**src/rtl/bsx_pkg.sv**
```systemverilog
// Package for the bit, shift, flag and move execution unit.
// Assumes one 10 MHz clock domain and a core sequencer that issues one command at a time.
package bsx_pkg;

  // ----------------------------------------
  // Status flag positions
  // ----------------------------------------
  localparam int unsigned FLAG_C = 0;
  localparam int unsigned FLAG_Z = 1;
  localparam int unsigned FLAG_N = 2;
  localparam int unsigned FLAG_V = 3;
  localparam int unsigned FLAG_S = 4;
  localparam int unsigned FLAG_H = 5;
  localparam int unsigned FLAG_T = 6;
  localparam int unsigned FLAG_I = 7;

  // ----------------------------------------
  // Widths, indices and reset values
  // ----------------------------------------
  localparam int unsigned DATA_W = 8;
  localparam int unsigned REG_NUM = 32;
  localparam int unsigned REG_AW = 5;
  localparam int unsigned IO_AW = 5;
  localparam int unsigned BRANCH_W = 7;
  localparam logic [REG_AW-1:0] PTR_LO = 5'h1a;
  localparam logic [REG_AW-1:0] PTR_HI = 5'h1b;
  localparam logic [DATA_W-1:0] STATUS_RESET = 8'h00;
  localparam logic [DATA_W-1:0] REG_RESET = 8'h00;
  localparam logic [15:0] PTR_STEP = 16'h0001;

  // ----------------------------------------
  // Commands and sequencer states
  // ----------------------------------------
  typedef enum logic [4:0] {
    OP_NOP, OP_BR_IE, OP_BR_ID, OP_IO_SET, OP_IO_CLR,
    OP_LOGICAL_LEFT_SHIFT, OP_LOGICAL_RIGHT_SHIFT, OP_ROTATE_LEFT_CARRY, OP_ROTATE_RIGHT_CARRY,
    OP_ARITH_RIGHT_SHIFT, OP_SWAP,
    OP_FLAG_SET, OP_FLAG_CLR, OP_BIT_TO_T, OP_T_TO_BIT,
    OP_MOV, OP_PAIR_COPY, OP_LOAD_IMM, OP_LD_X, OP_LD_X_INC, OP_LD_X_DEC
  } bsx_op_t;

  typedef enum logic [1:0] {
    ST_IDLE, ST_IO_WAIT, ST_LD_WAIT, ST_BR_WAIT
  } bsx_state_t;

  // One issued command
  typedef struct packed {
    bsx_op_t op;
    logic [REG_AW-1:0] rd;
    logic [REG_AW-1:0] rr;
    logic [2:0] bsel;
    logic [IO_AW-1:0] io_addr;
    logic signed [BRANCH_W-1:0] k;
    logic [DATA_W-1:0] imm;
  } bsx_cmd_t;

endpackage

```
**src/rtl/bsx_exec.sv**
```systemverilog
// Execution unit for interrupt-flag branches, I/O bit force, shifts, rotates,
// nibble swap, flag force, transfer-flag moves, register moves and X-pointer loads.
// Assumes I/O and data-memory read data are valid in the same cycle as the read strobe.
`timescale 1ns/1ps

module bsx_exec #(
  parameter int unsigned PC_W = 16
) (
  input wire logic mclk,
  input wire logic sys_rst,
  input wire logic cmd_valid,
  input wire bsx_pkg::bsx_cmd_t cmd,
  output logic cmd_ready_q,
  output logic done_q,
  output logic [PC_W-1:0] pc_q,
  output logic [bsx_pkg::DATA_W-1:0] status_q,
  output logic io_rd_q,
  output logic io_wr_q,
  output logic [bsx_pkg::IO_AW-1:0] io_addr_q,
  output logic [bsx_pkg::DATA_W-1:0] io_wdata_q,
  input wire logic [bsx_pkg::DATA_W-1:0] io_rdata,
  output logic mem_rd_q,
  output logic [15:0] mem_addr_q,
  input wire logic [bsx_pkg::DATA_W-1:0] mem_rdata,
  input wire logic [bsx_pkg::REG_AW-1:0] peek_addr,
  output logic [bsx_pkg::DATA_W-1:0] peek_data_q
);

  // ----------------------------------------
  // Elaboration checks
  // ----------------------------------------
  // The branch offset must fit inside the program counter
  if (PC_W < bsx_pkg::BRANCH_W + 1 || PC_W > 22) begin : g_bad_pc
    $error("bsx_exec: PC_W out of range");
  end

  // Register indices must cover the whole register file
  if (bsx_pkg::REG_NUM != (1 << bsx_pkg::REG_AW)) begin : g_bad_regs
    $error("bsx_exec: REG_NUM and REG_AW disagree");
  end

  // Shift and flag logic is written for byte-wide data only
  if (bsx_pkg::DATA_W != 8) begin : g_bad_data
    $error("bsx_exec: DATA_W must be 8");
  end

  // ----------------------------------------
  // State
  // ----------------------------------------
  logic [bsx_pkg::DATA_W-1:0] regs_q [bsx_pkg::REG_NUM];
  logic [bsx_pkg::DATA_W-1:0] regs_d [bsx_pkg::REG_NUM];
  bsx_pkg::bsx_state_t state_q, state_d;
  bsx_pkg::bsx_cmd_t held_q, held_d;
  logic cmd_ready_d, done_d, io_rd_d, io_wr_d, mem_rd_d;
  logic [PC_W-1:0] pc_d;
  logic [bsx_pkg::DATA_W-1:0] status_d, io_wdata_d, peek_data_d;
  logic [bsx_pkg::IO_AW-1:0] io_addr_d;
  logic [15:0] mem_addr_d;

  // Helpers for shifts, swap, branches and pointer loads
  logic [bsx_pkg::DATA_W-1:0] src, res;
  logic cout;
  logic [15:0] ptr, ptr_new;
  logic [PC_W-1:0] pc_jump;
  logic take;

  // ----------------------------------------
  // Combinational datapath
  // ----------------------------------------
  // Operand fetch and branch target, shared by all commands
  always_comb begin
    src = regs_q[cmd.rd];
    ptr = {regs_q[bsx_pkg::PTR_HI], regs_q[bsx_pkg::PTR_LO]};
    pc_jump = pc_q + PC_W'(cmd.k) + PC_W'(1); // Sign-extended offset
    take = 1'b0;
    if (cmd.op == bsx_pkg::OP_BR_IE) begin
      take = status_q[bsx_pkg::FLAG_I];
    end else if (cmd.op == bsx_pkg::OP_BR_ID) begin
      take = ~status_q[bsx_pkg::FLAG_I];
    end
  end

  // Shift and rotate result plus outgoing carry
  always_comb begin
    res = src;
    cout = status_q[bsx_pkg::FLAG_C];
    case (cmd.op)
      bsx_pkg::OP_LOGICAL_LEFT_SHIFT: begin
        res = {src[6:0], 1'b0};
        cout = src[7];
      end
      bsx_pkg::OP_LOGICAL_RIGHT_SHIFT: begin
        res = {1'b0, src[7:1]};
        cout = src[0];
      end
      bsx_pkg::OP_ROTATE_LEFT_CARRY: begin
        res = {src[6:0], status_q[bsx_pkg::FLAG_C]};
        cout = src[7];
      end
      bsx_pkg::OP_ROTATE_RIGHT_CARRY: begin
        res = {status_q[bsx_pkg::FLAG_C], src[7:1]};
        cout = src[0];
      end
      bsx_pkg::OP_ARITH_RIGHT_SHIFT: begin
        res = {src[7], src[7:1]};
        cout = src[0];
      end
      default: begin
        res = src;
        cout = status_q[bsx_pkg::FLAG_C];
      end
    endcase
  end

  // Next-state logic for the whole unit
  always_comb begin
    regs_d = regs_q;
    state_d = state_q;
    held_d = held_q;
    cmd_ready_d = cmd_ready_q;
    done_d = 1'b0;
    io_rd_d = 1'b0;
    io_wr_d = 1'b0;
    io_addr_d = io_addr_q;
    io_wdata_d = io_wdata_q;
    mem_rd_d = 1'b0;
    mem_addr_d = mem_addr_q;
    pc_d = pc_q;
    status_d = status_q;
    ptr_new = ptr;
    peek_data_d = regs_q[peek_addr];
    case (state_q)
      bsx_pkg::ST_IDLE: begin
        // Offers made while busy are ignored, never queued
        if (cmd_valid && cmd_ready_q) begin
          held_d = cmd;
          pc_d = pc_q + PC_W'(1);
          done_d = 1'b1;
          case (cmd.op)
            bsx_pkg::OP_BR_IE, bsx_pkg::OP_BR_ID: begin
              // Taken branch costs a second cycle
              if (take) begin
                pc_d = pc_jump;
                done_d = 1'b0;
                cmd_ready_d = 1'b0;
                state_d = bsx_pkg::ST_BR_WAIT;
              end
            end
            bsx_pkg::OP_IO_SET, bsx_pkg::OP_IO_CLR: begin
              // Read first, modify and write in the second cycle
              io_rd_d = 1'b1;
              io_addr_d = cmd.io_addr;
              done_d = 1'b0;
              cmd_ready_d = 1'b0;
              state_d = bsx_pkg::ST_IO_WAIT;
            end
            bsx_pkg::OP_LOGICAL_LEFT_SHIFT, bsx_pkg::OP_LOGICAL_RIGHT_SHIFT, bsx_pkg::OP_ROTATE_LEFT_CARRY,
            bsx_pkg::OP_ROTATE_RIGHT_CARRY, bsx_pkg::OP_ARITH_RIGHT_SHIFT: begin
              regs_d[cmd.rd] = res;
              status_d[bsx_pkg::FLAG_C] = cout;
              status_d[bsx_pkg::FLAG_Z] = (res == 8'h00);
              status_d[bsx_pkg::FLAG_N] = res[7];
              status_d[bsx_pkg::FLAG_V] = res[7] ^ cout; // Sign flag left alone
            end
            bsx_pkg::OP_SWAP: begin
              regs_d[cmd.rd] = {src[3:0], src[7:4]};
            end
            bsx_pkg::OP_FLAG_SET: begin
              status_d[cmd.bsel] = 1'b1;
            end
            bsx_pkg::OP_FLAG_CLR: begin
              status_d[cmd.bsel] = 1'b0;
            end
            bsx_pkg::OP_BIT_TO_T: begin
              status_d[bsx_pkg::FLAG_T] = regs_q[cmd.rr][cmd.bsel];
            end
            bsx_pkg::OP_T_TO_BIT: begin
              regs_d[cmd.rd][cmd.bsel] = status_q[bsx_pkg::FLAG_T];
            end
            bsx_pkg::OP_MOV: begin
              regs_d[cmd.rd] = regs_q[cmd.rr];
            end
            bsx_pkg::OP_PAIR_COPY: begin
              // Pair registers are even-aligned; low index bit ignored
              regs_d[{cmd.rd[4:1], 1'b0}] = regs_q[{cmd.rr[4:1], 1'b0}];
              regs_d[{cmd.rd[4:1], 1'b1}] = regs_q[{cmd.rr[4:1], 1'b1}];
            end
            bsx_pkg::OP_LOAD_IMM: begin
              regs_d[cmd.rd] = cmd.imm;
            end
            bsx_pkg::OP_LD_X, bsx_pkg::OP_LD_X_INC, bsx_pkg::OP_LD_X_DEC: begin
              mem_rd_d = 1'b1;
              mem_addr_d = ptr;
              if (cmd.op == bsx_pkg::OP_LD_X_DEC) begin
                mem_addr_d = ptr - bsx_pkg::PTR_STEP; // Address after decrement
              end
              done_d = 1'b0;
              cmd_ready_d = 1'b0;
              state_d = bsx_pkg::ST_LD_WAIT;
            end
            default: begin
              done_d = 1'b1;
            end
          endcase
        end
      end
      bsx_pkg::ST_IO_WAIT: begin
        // Read data is valid now; write back the one modified bit
        // No wait states: a slow I/O location must answer within this cycle
        io_wr_d = 1'b1;
        io_wdata_d = io_rdata;
        if (held_q.op == bsx_pkg::OP_IO_SET) begin
          io_wdata_d[held_q.bsel] = 1'b1;
        end else begin
          io_wdata_d[held_q.bsel] = 1'b0;
        end
        done_d = 1'b1;
        cmd_ready_d = 1'b1;
        state_d = bsx_pkg::ST_IDLE;
      end
      bsx_pkg::ST_LD_WAIT: begin
        // Memory read data must also be valid in this very cycle
        if (held_q.op == bsx_pkg::OP_LD_X_INC) begin
          ptr_new = ptr + bsx_pkg::PTR_STEP;
        end else if (held_q.op == bsx_pkg::OP_LD_X_DEC) begin
          ptr_new = mem_addr_q;
        end
        regs_d[bsx_pkg::PTR_LO] = ptr_new[7:0];
        regs_d[bsx_pkg::PTR_HI] = ptr_new[15:8];
        // Loaded data wins when the target is a pointer byte
        regs_d[held_q.rd] = mem_rdata;
        done_d = 1'b1;
        cmd_ready_d = 1'b1;
        state_d = bsx_pkg::ST_IDLE;
      end
      bsx_pkg::ST_BR_WAIT: begin
        done_d = 1'b1;
        cmd_ready_d = 1'b1;
        state_d = bsx_pkg::ST_IDLE;
      end
      default: begin
        cmd_ready_d = 1'b1;
        state_d = bsx_pkg::ST_IDLE;
      end
    endcase
  end

  // ----------------------------------------
  // Registers
  // ----------------------------------------
  // Synchronous reset; register file clears too so tests start clean
  always_ff @(posedge mclk) begin
    if (sys_rst) begin
      for (int i = 0; i < bsx_pkg::REG_NUM; i++) begin
        regs_q[i] <= bsx_pkg::REG_RESET;
      end
      state_q <= bsx_pkg::ST_IDLE;
      held_q <= '0;
      cmd_ready_q <= 1'b1;
      done_q <= 1'b0;
      io_rd_q <= 1'b0;
      io_wr_q <= 1'b0;
      io_addr_q <= '0;
      io_wdata_q <= '0;
      mem_rd_q <= 1'b0;
      mem_addr_q <= '0;
      pc_q <= '0;
      status_q <= bsx_pkg::STATUS_RESET;
      peek_data_q <= '0;
    end else begin
      regs_q <= regs_d;
      state_q <= state_d;
      held_q <= held_d;
      cmd_ready_q <= cmd_ready_d;
      done_q <= done_d;
      io_rd_q <= io_rd_d;
      io_wr_q <= io_wr_d;
      io_addr_q <= io_addr_d;
      io_wdata_q <= io_wdata_d;
      mem_rd_q <= mem_rd_d;
      mem_addr_q <= mem_addr_d;
      pc_q <= pc_d;
      status_q <= status_d;
      peek_data_q <= peek_data_d;
    end
  end

endmodule

```
**config.mk**
```make
export PLATFORM = sky130hd
export DESIGN_NAME = bsx_exec
export DESIGN_NICKNAME = d
export VERILOG_FILES = /design/src/rtl/bsx_pkg.sv /design/src/rtl/bsx_exec.sv
export SDC_FILE = /design/constraint.sdc
export NUM_CORES = 2
export LEC_CHECK = 0
export ABC_CLOCK_PERIOD_IN_PS = 4200
export BUFFER_PORTS_ARGS = -buffer_cell sky130_fd_sc_hd__clkbuf_2
export CORE_MARGIN = 2
export CORE_UTILIZATION = 35
export DETAILED_ROUTE_END_ITERATION = 10
export PLACE_DENSITY = 0.5
export SLEW_MARGIN = 10
export SYNTH_ARGS = -nofsm -noshare
export SYNTH_HDL_FRONTEND = slang
export SYNTH_SLANG_ARGS = --single-unit
```
**constraint.sdc**
```tcl
create_clock -name mclk -period 4.2 [get_ports mclk]
set_input_delay 0.21 -clock mclk [delete_from_list [all_inputs] [get_ports mclk]]
set_output_delay 0.21 -clock mclk [all_outputs]
set_load 0.02 [all_outputs]
```
==> summary.md <==
| Metric | Value |
|---|---|
| Max-cap viol count | `0` |
| Max stage delay cell, worst path | `nor3b_2` |
| Final Cycle Share | `0.943` |
| Io pins | `~130` |
| First-pass GRT wire length | `approximately 410,000 µm` |
| Critical path's top delay family | `compound AO/OA/AOI/OAI gates` |
| Core Area | `123,000 µm²` |
| Crit-path cells | `nor3b_2, a21oi_1, a311oi_2, or2_2, o21ai_0, o2bb2ai_1, a31o_2` |
| Cell Count, Final, Fillers Out | `about 7.7k` |
| Routed len/inst | `around 39 µm` |
| Critical Path Fanout Max | `15` |
| Placed cells | `7,531` |
| Filler cell count | `12.7k` |
| Post-route ant nets | `0` |
| Register area | `about 6800 µm²` |
| Data required time at the worst endpoint | `between 4 and 5 ns` |
| Max Clk Rate | `approximately 250 MHz` |
| Multi-input logic area | `between 30,000 and 40,000 µm²` |
| Tmin final | `between 3 and 4 ns` |
| H-tree depth | `2` |
| Area leader, netlist | `dfxtp_1` |
| Area fraction of the dominant cell type after synthesis | `0.156` |
| # DRC | `0` |
| Post-synthesis cell type count | `94` |
| I/O Buffers | `about 130` |
| Syn Area/Cell | `7.26 µm²` |
| Slew Viols, Final | `0` |
| Pre-antenna DRT Iters | `6` |
| Rel. slew slack | `0.132` |
| FP Rows | `approximately 130` |
| Dpl hpwl | `approximately 210,000 µm` |
| CTS max path bufs | `3` |
| Root buf cell | `clkbuf_16` |
| Critical Path Start Type | `flop` |
| Chip width | `356 µm` |
| Total wire length | `around 300,000 µm` |
| Synth-to-Final Area Change | `15.7%` |
| Worst Setup End Kind | `flop` |
| CTS clk-pin slew, worst paths | `0.07 ns` |
| Worst VDD drop | `~370 µV` |
| Mapped Nets | `roughly 6.1k` |
| Total Power | `a little over 10 mW` |
| Final core occ | `0.407` |
| FFs w/ async S/R, synth | `0` |
| Most used DFF post-synth | `dfxtp_1` |
| Final Net Count | `between 6k and 7k` |
| Seq cells post-synth | `approximately 340` |
| Placer Congestion | `1.12` |
| Post-synth EDFFs | `0` |
| Setup violations, final | `0` |
| WP data arrival | `approximately 4.5 ns` |
| Starting Density | `0.352` |
| Clk sinks | `about 340` |
| Gr ovfl total | `0` |
| Worst setup path class | `reg2reg` |
| Largest net degree at the start of global routing | `~100` |
| Initial antenna violation count | `31` |
| Vias | `around 57k` |
| Max incr delay on CP | `1.08 ns` |
| Outcome | `finished, final reports clean` |
| CTS Buf Count | `50` |
| Setup TNS | `0 ns` |
| Pin slew with the least headroom to its limit | `~1.3 ns` |
| Post-synthesis sequential area ratio | `0.156` |
| Skew-Pair Late Insertion Delay | `approximately 0.70 ns` |
| Hold Violations, Final | `0` |
| P per Cell Area | `207 nW/µm²` |
| Global Route Usage Sum | `0.455` |
| Mapped cell area | `approximately 43,000 µm²` |
| Worst Path Buf+Inv | `0` |
| Via count of the first global-routing pass | `~51k` |
| Unrepaired setup endpoints after global routing | `false` |
| Die Ht | `356 µm` |
| CTS tree | `yes` |
| Worst hold path type | `in2reg` |
| Syn Inst Count | `5,977` |
| Initial DRC count | `9,542` |
| Worst Skew | `about 0.04 ns` |
| Top post-synthesis cells by area | `dfxtp_1 (16%), mux4_2 (12%), mux2i_1 (8.0%)` |
| Full die area | `approximately 130,000 µm²` |
| Share of layout cells above drive strength 1 | `0.199` |
| Vias/cell | `about 7.5` |
| Leak | `approximately 15 nW` |
| Synthesis Warnings | `0` |
-- stage by stage --
stage	hold slack, ns	area [µm²]	setup slack (ns)
after global routing	0.0821	50200	0.251
after detailed placement	0.457	48200	0.162
final	0.0468	50200	0.240
after CTS	0.0340	50200	0.717
after global placement	0.449	48200	0.179
after floorplan	0.357	43400	0.985
-- final timing paths --
check	endpoint	slack [ns]	depth (start not counted)	from
setup / recovery	regs_q[112]	0.24	7	held_q[32]
hold / removal	held_q[35]	0.05	3	cmd[35]
setup reg to reg	regs_q[112]	0.24	7	held_q[32]
hold reg to reg	held_q[36]	0.47	2	held_q[36]
-- flip-flops by register name, summed over array words and instances (netlist names), 2 cells and up, named ones only --
| signal | count |
|---|---|
| regs_q | 240 |
| mem_addr_q | 16 |
| pc_q | 16 |
| ptr | 16 |
| held_q | 13 |
| io_wdata_q | 8 |
| peek_data_q | 8 |
| io_addr_q | 5 |
| status_q | 5 |
| state_q | 2 |
-- kinds of logic (layout without fill, tap and decap cells) --
logic type,after synthesis,in the layout,share of synthesized area
muxes,582,582,0.200
xor gates and xnor gates,34,34,0.00687
DFF,337,337,0.156
and+or+nand+nor,1850,1850,0.199
other,0,9,0
buffers and inverters,775,805,0.0717
AOI/OAI and AO/OA,2380,2380,0.361
adders and majority gates,19,19,0.00565
-- report_power, final --
| part | internal (mW) | switching [mW] | leakage (nW) |
|---|---|---|---|
| sequential | 3.24 | 0.0960 | 2.72 |
| clock | 2.78 | 1.98 | 0.864 |
| combinational | 0.655 | 1.62 | 11.9 |
| total | 6.68 | 3.70 | 15.4 |
-- area by class of cell --
cell class / count / area share
clock buffer: 71 / 0.0291
multi-input combinational: 4865 / 0.677
sequential: 337 / 0.135
clock inverter: 21 / 0.00573
inverter: 23 / 0.00172
tap: 1637 / 0.0408
timing repair buffer: 690 / 0.110
antenna: 9 / 0.000449
-- cells in the mapped netlist (77+ instances only) --
library cell / number
nand2_1: 776
o21ai_0: 679
clkbuf_1: 581
a21oi_1: 577
nor2_1: 378
mux2i_1: 345
dfxtp_1: 337
nand3_1: 232
mux4_2: 228
a2111oi_0: 188
nor3_1: 142
o221ai_1: 130
o22ai_1: 90
buf_2: 80
buf_1: 77
-- cell usage in the layout, fill, tap and decap left out, types with 36 or more instances in the layout --
master	netlist	layout
o221a_2	42	42
a31o_1	44	44
nor3_1	142	137
a311o_1	40	40
a31oi_1	41	41
o221ai_1	130	130
o21ai_1	33	36
nor2_1	378	349
clkbuf_2	1	118
clkbuf_16	0	51
a2111oi_0	188	188
nand2_1	776	772
nor3b_1	45	43
o22ai_1	90	89
o211ai_1	41	41
mux4_2	228	228
o311ai_1	69	72
o2bb2ai_1	58	58
buf_4	2	498
and3_1	37	37
buf_12	0	47
a211oi_1	61	60
a211o_1	41	41
a21oi_1	577	576
dfxtp_1	337	336
o21ai_0	679	674
mux2i_1	345	345
nand3_1	232	230
-- worst register-to-register path, stage by stage (launching register included) --
cell and delay, ns:
dfxtp_1 0.71, nor3b_2 1.08, a21oi_1 0.29, a311oi_2 0.97, or2_2 0.31, o21ai_0 0.10
o2bb2ai_1 0.16, a31o_2 0.22
-- per-layer routing --
metal / global-route usage / part of all wire / wire length (µm) / up-vias
met3: 0.167 / 0.14 / 41900 / 1444
met4: 0.352 / 0.097 / 29400 / 42
met2: 0.637 / 0.40 / 120000 / 5004
met5: 0.00642 / 0.0014 / 437 / -
li1: - / - / - / 23100
met1: 0.560 / 0.37 / 110000 / 27600
-- repair_timing --
item	4_1_cts	5_1_grt
hold endpoints to repair	26	0
hold buffers	21	0
resized for setup	0	0
setup buffers	0	0
(Power assumes the default switching activity.)
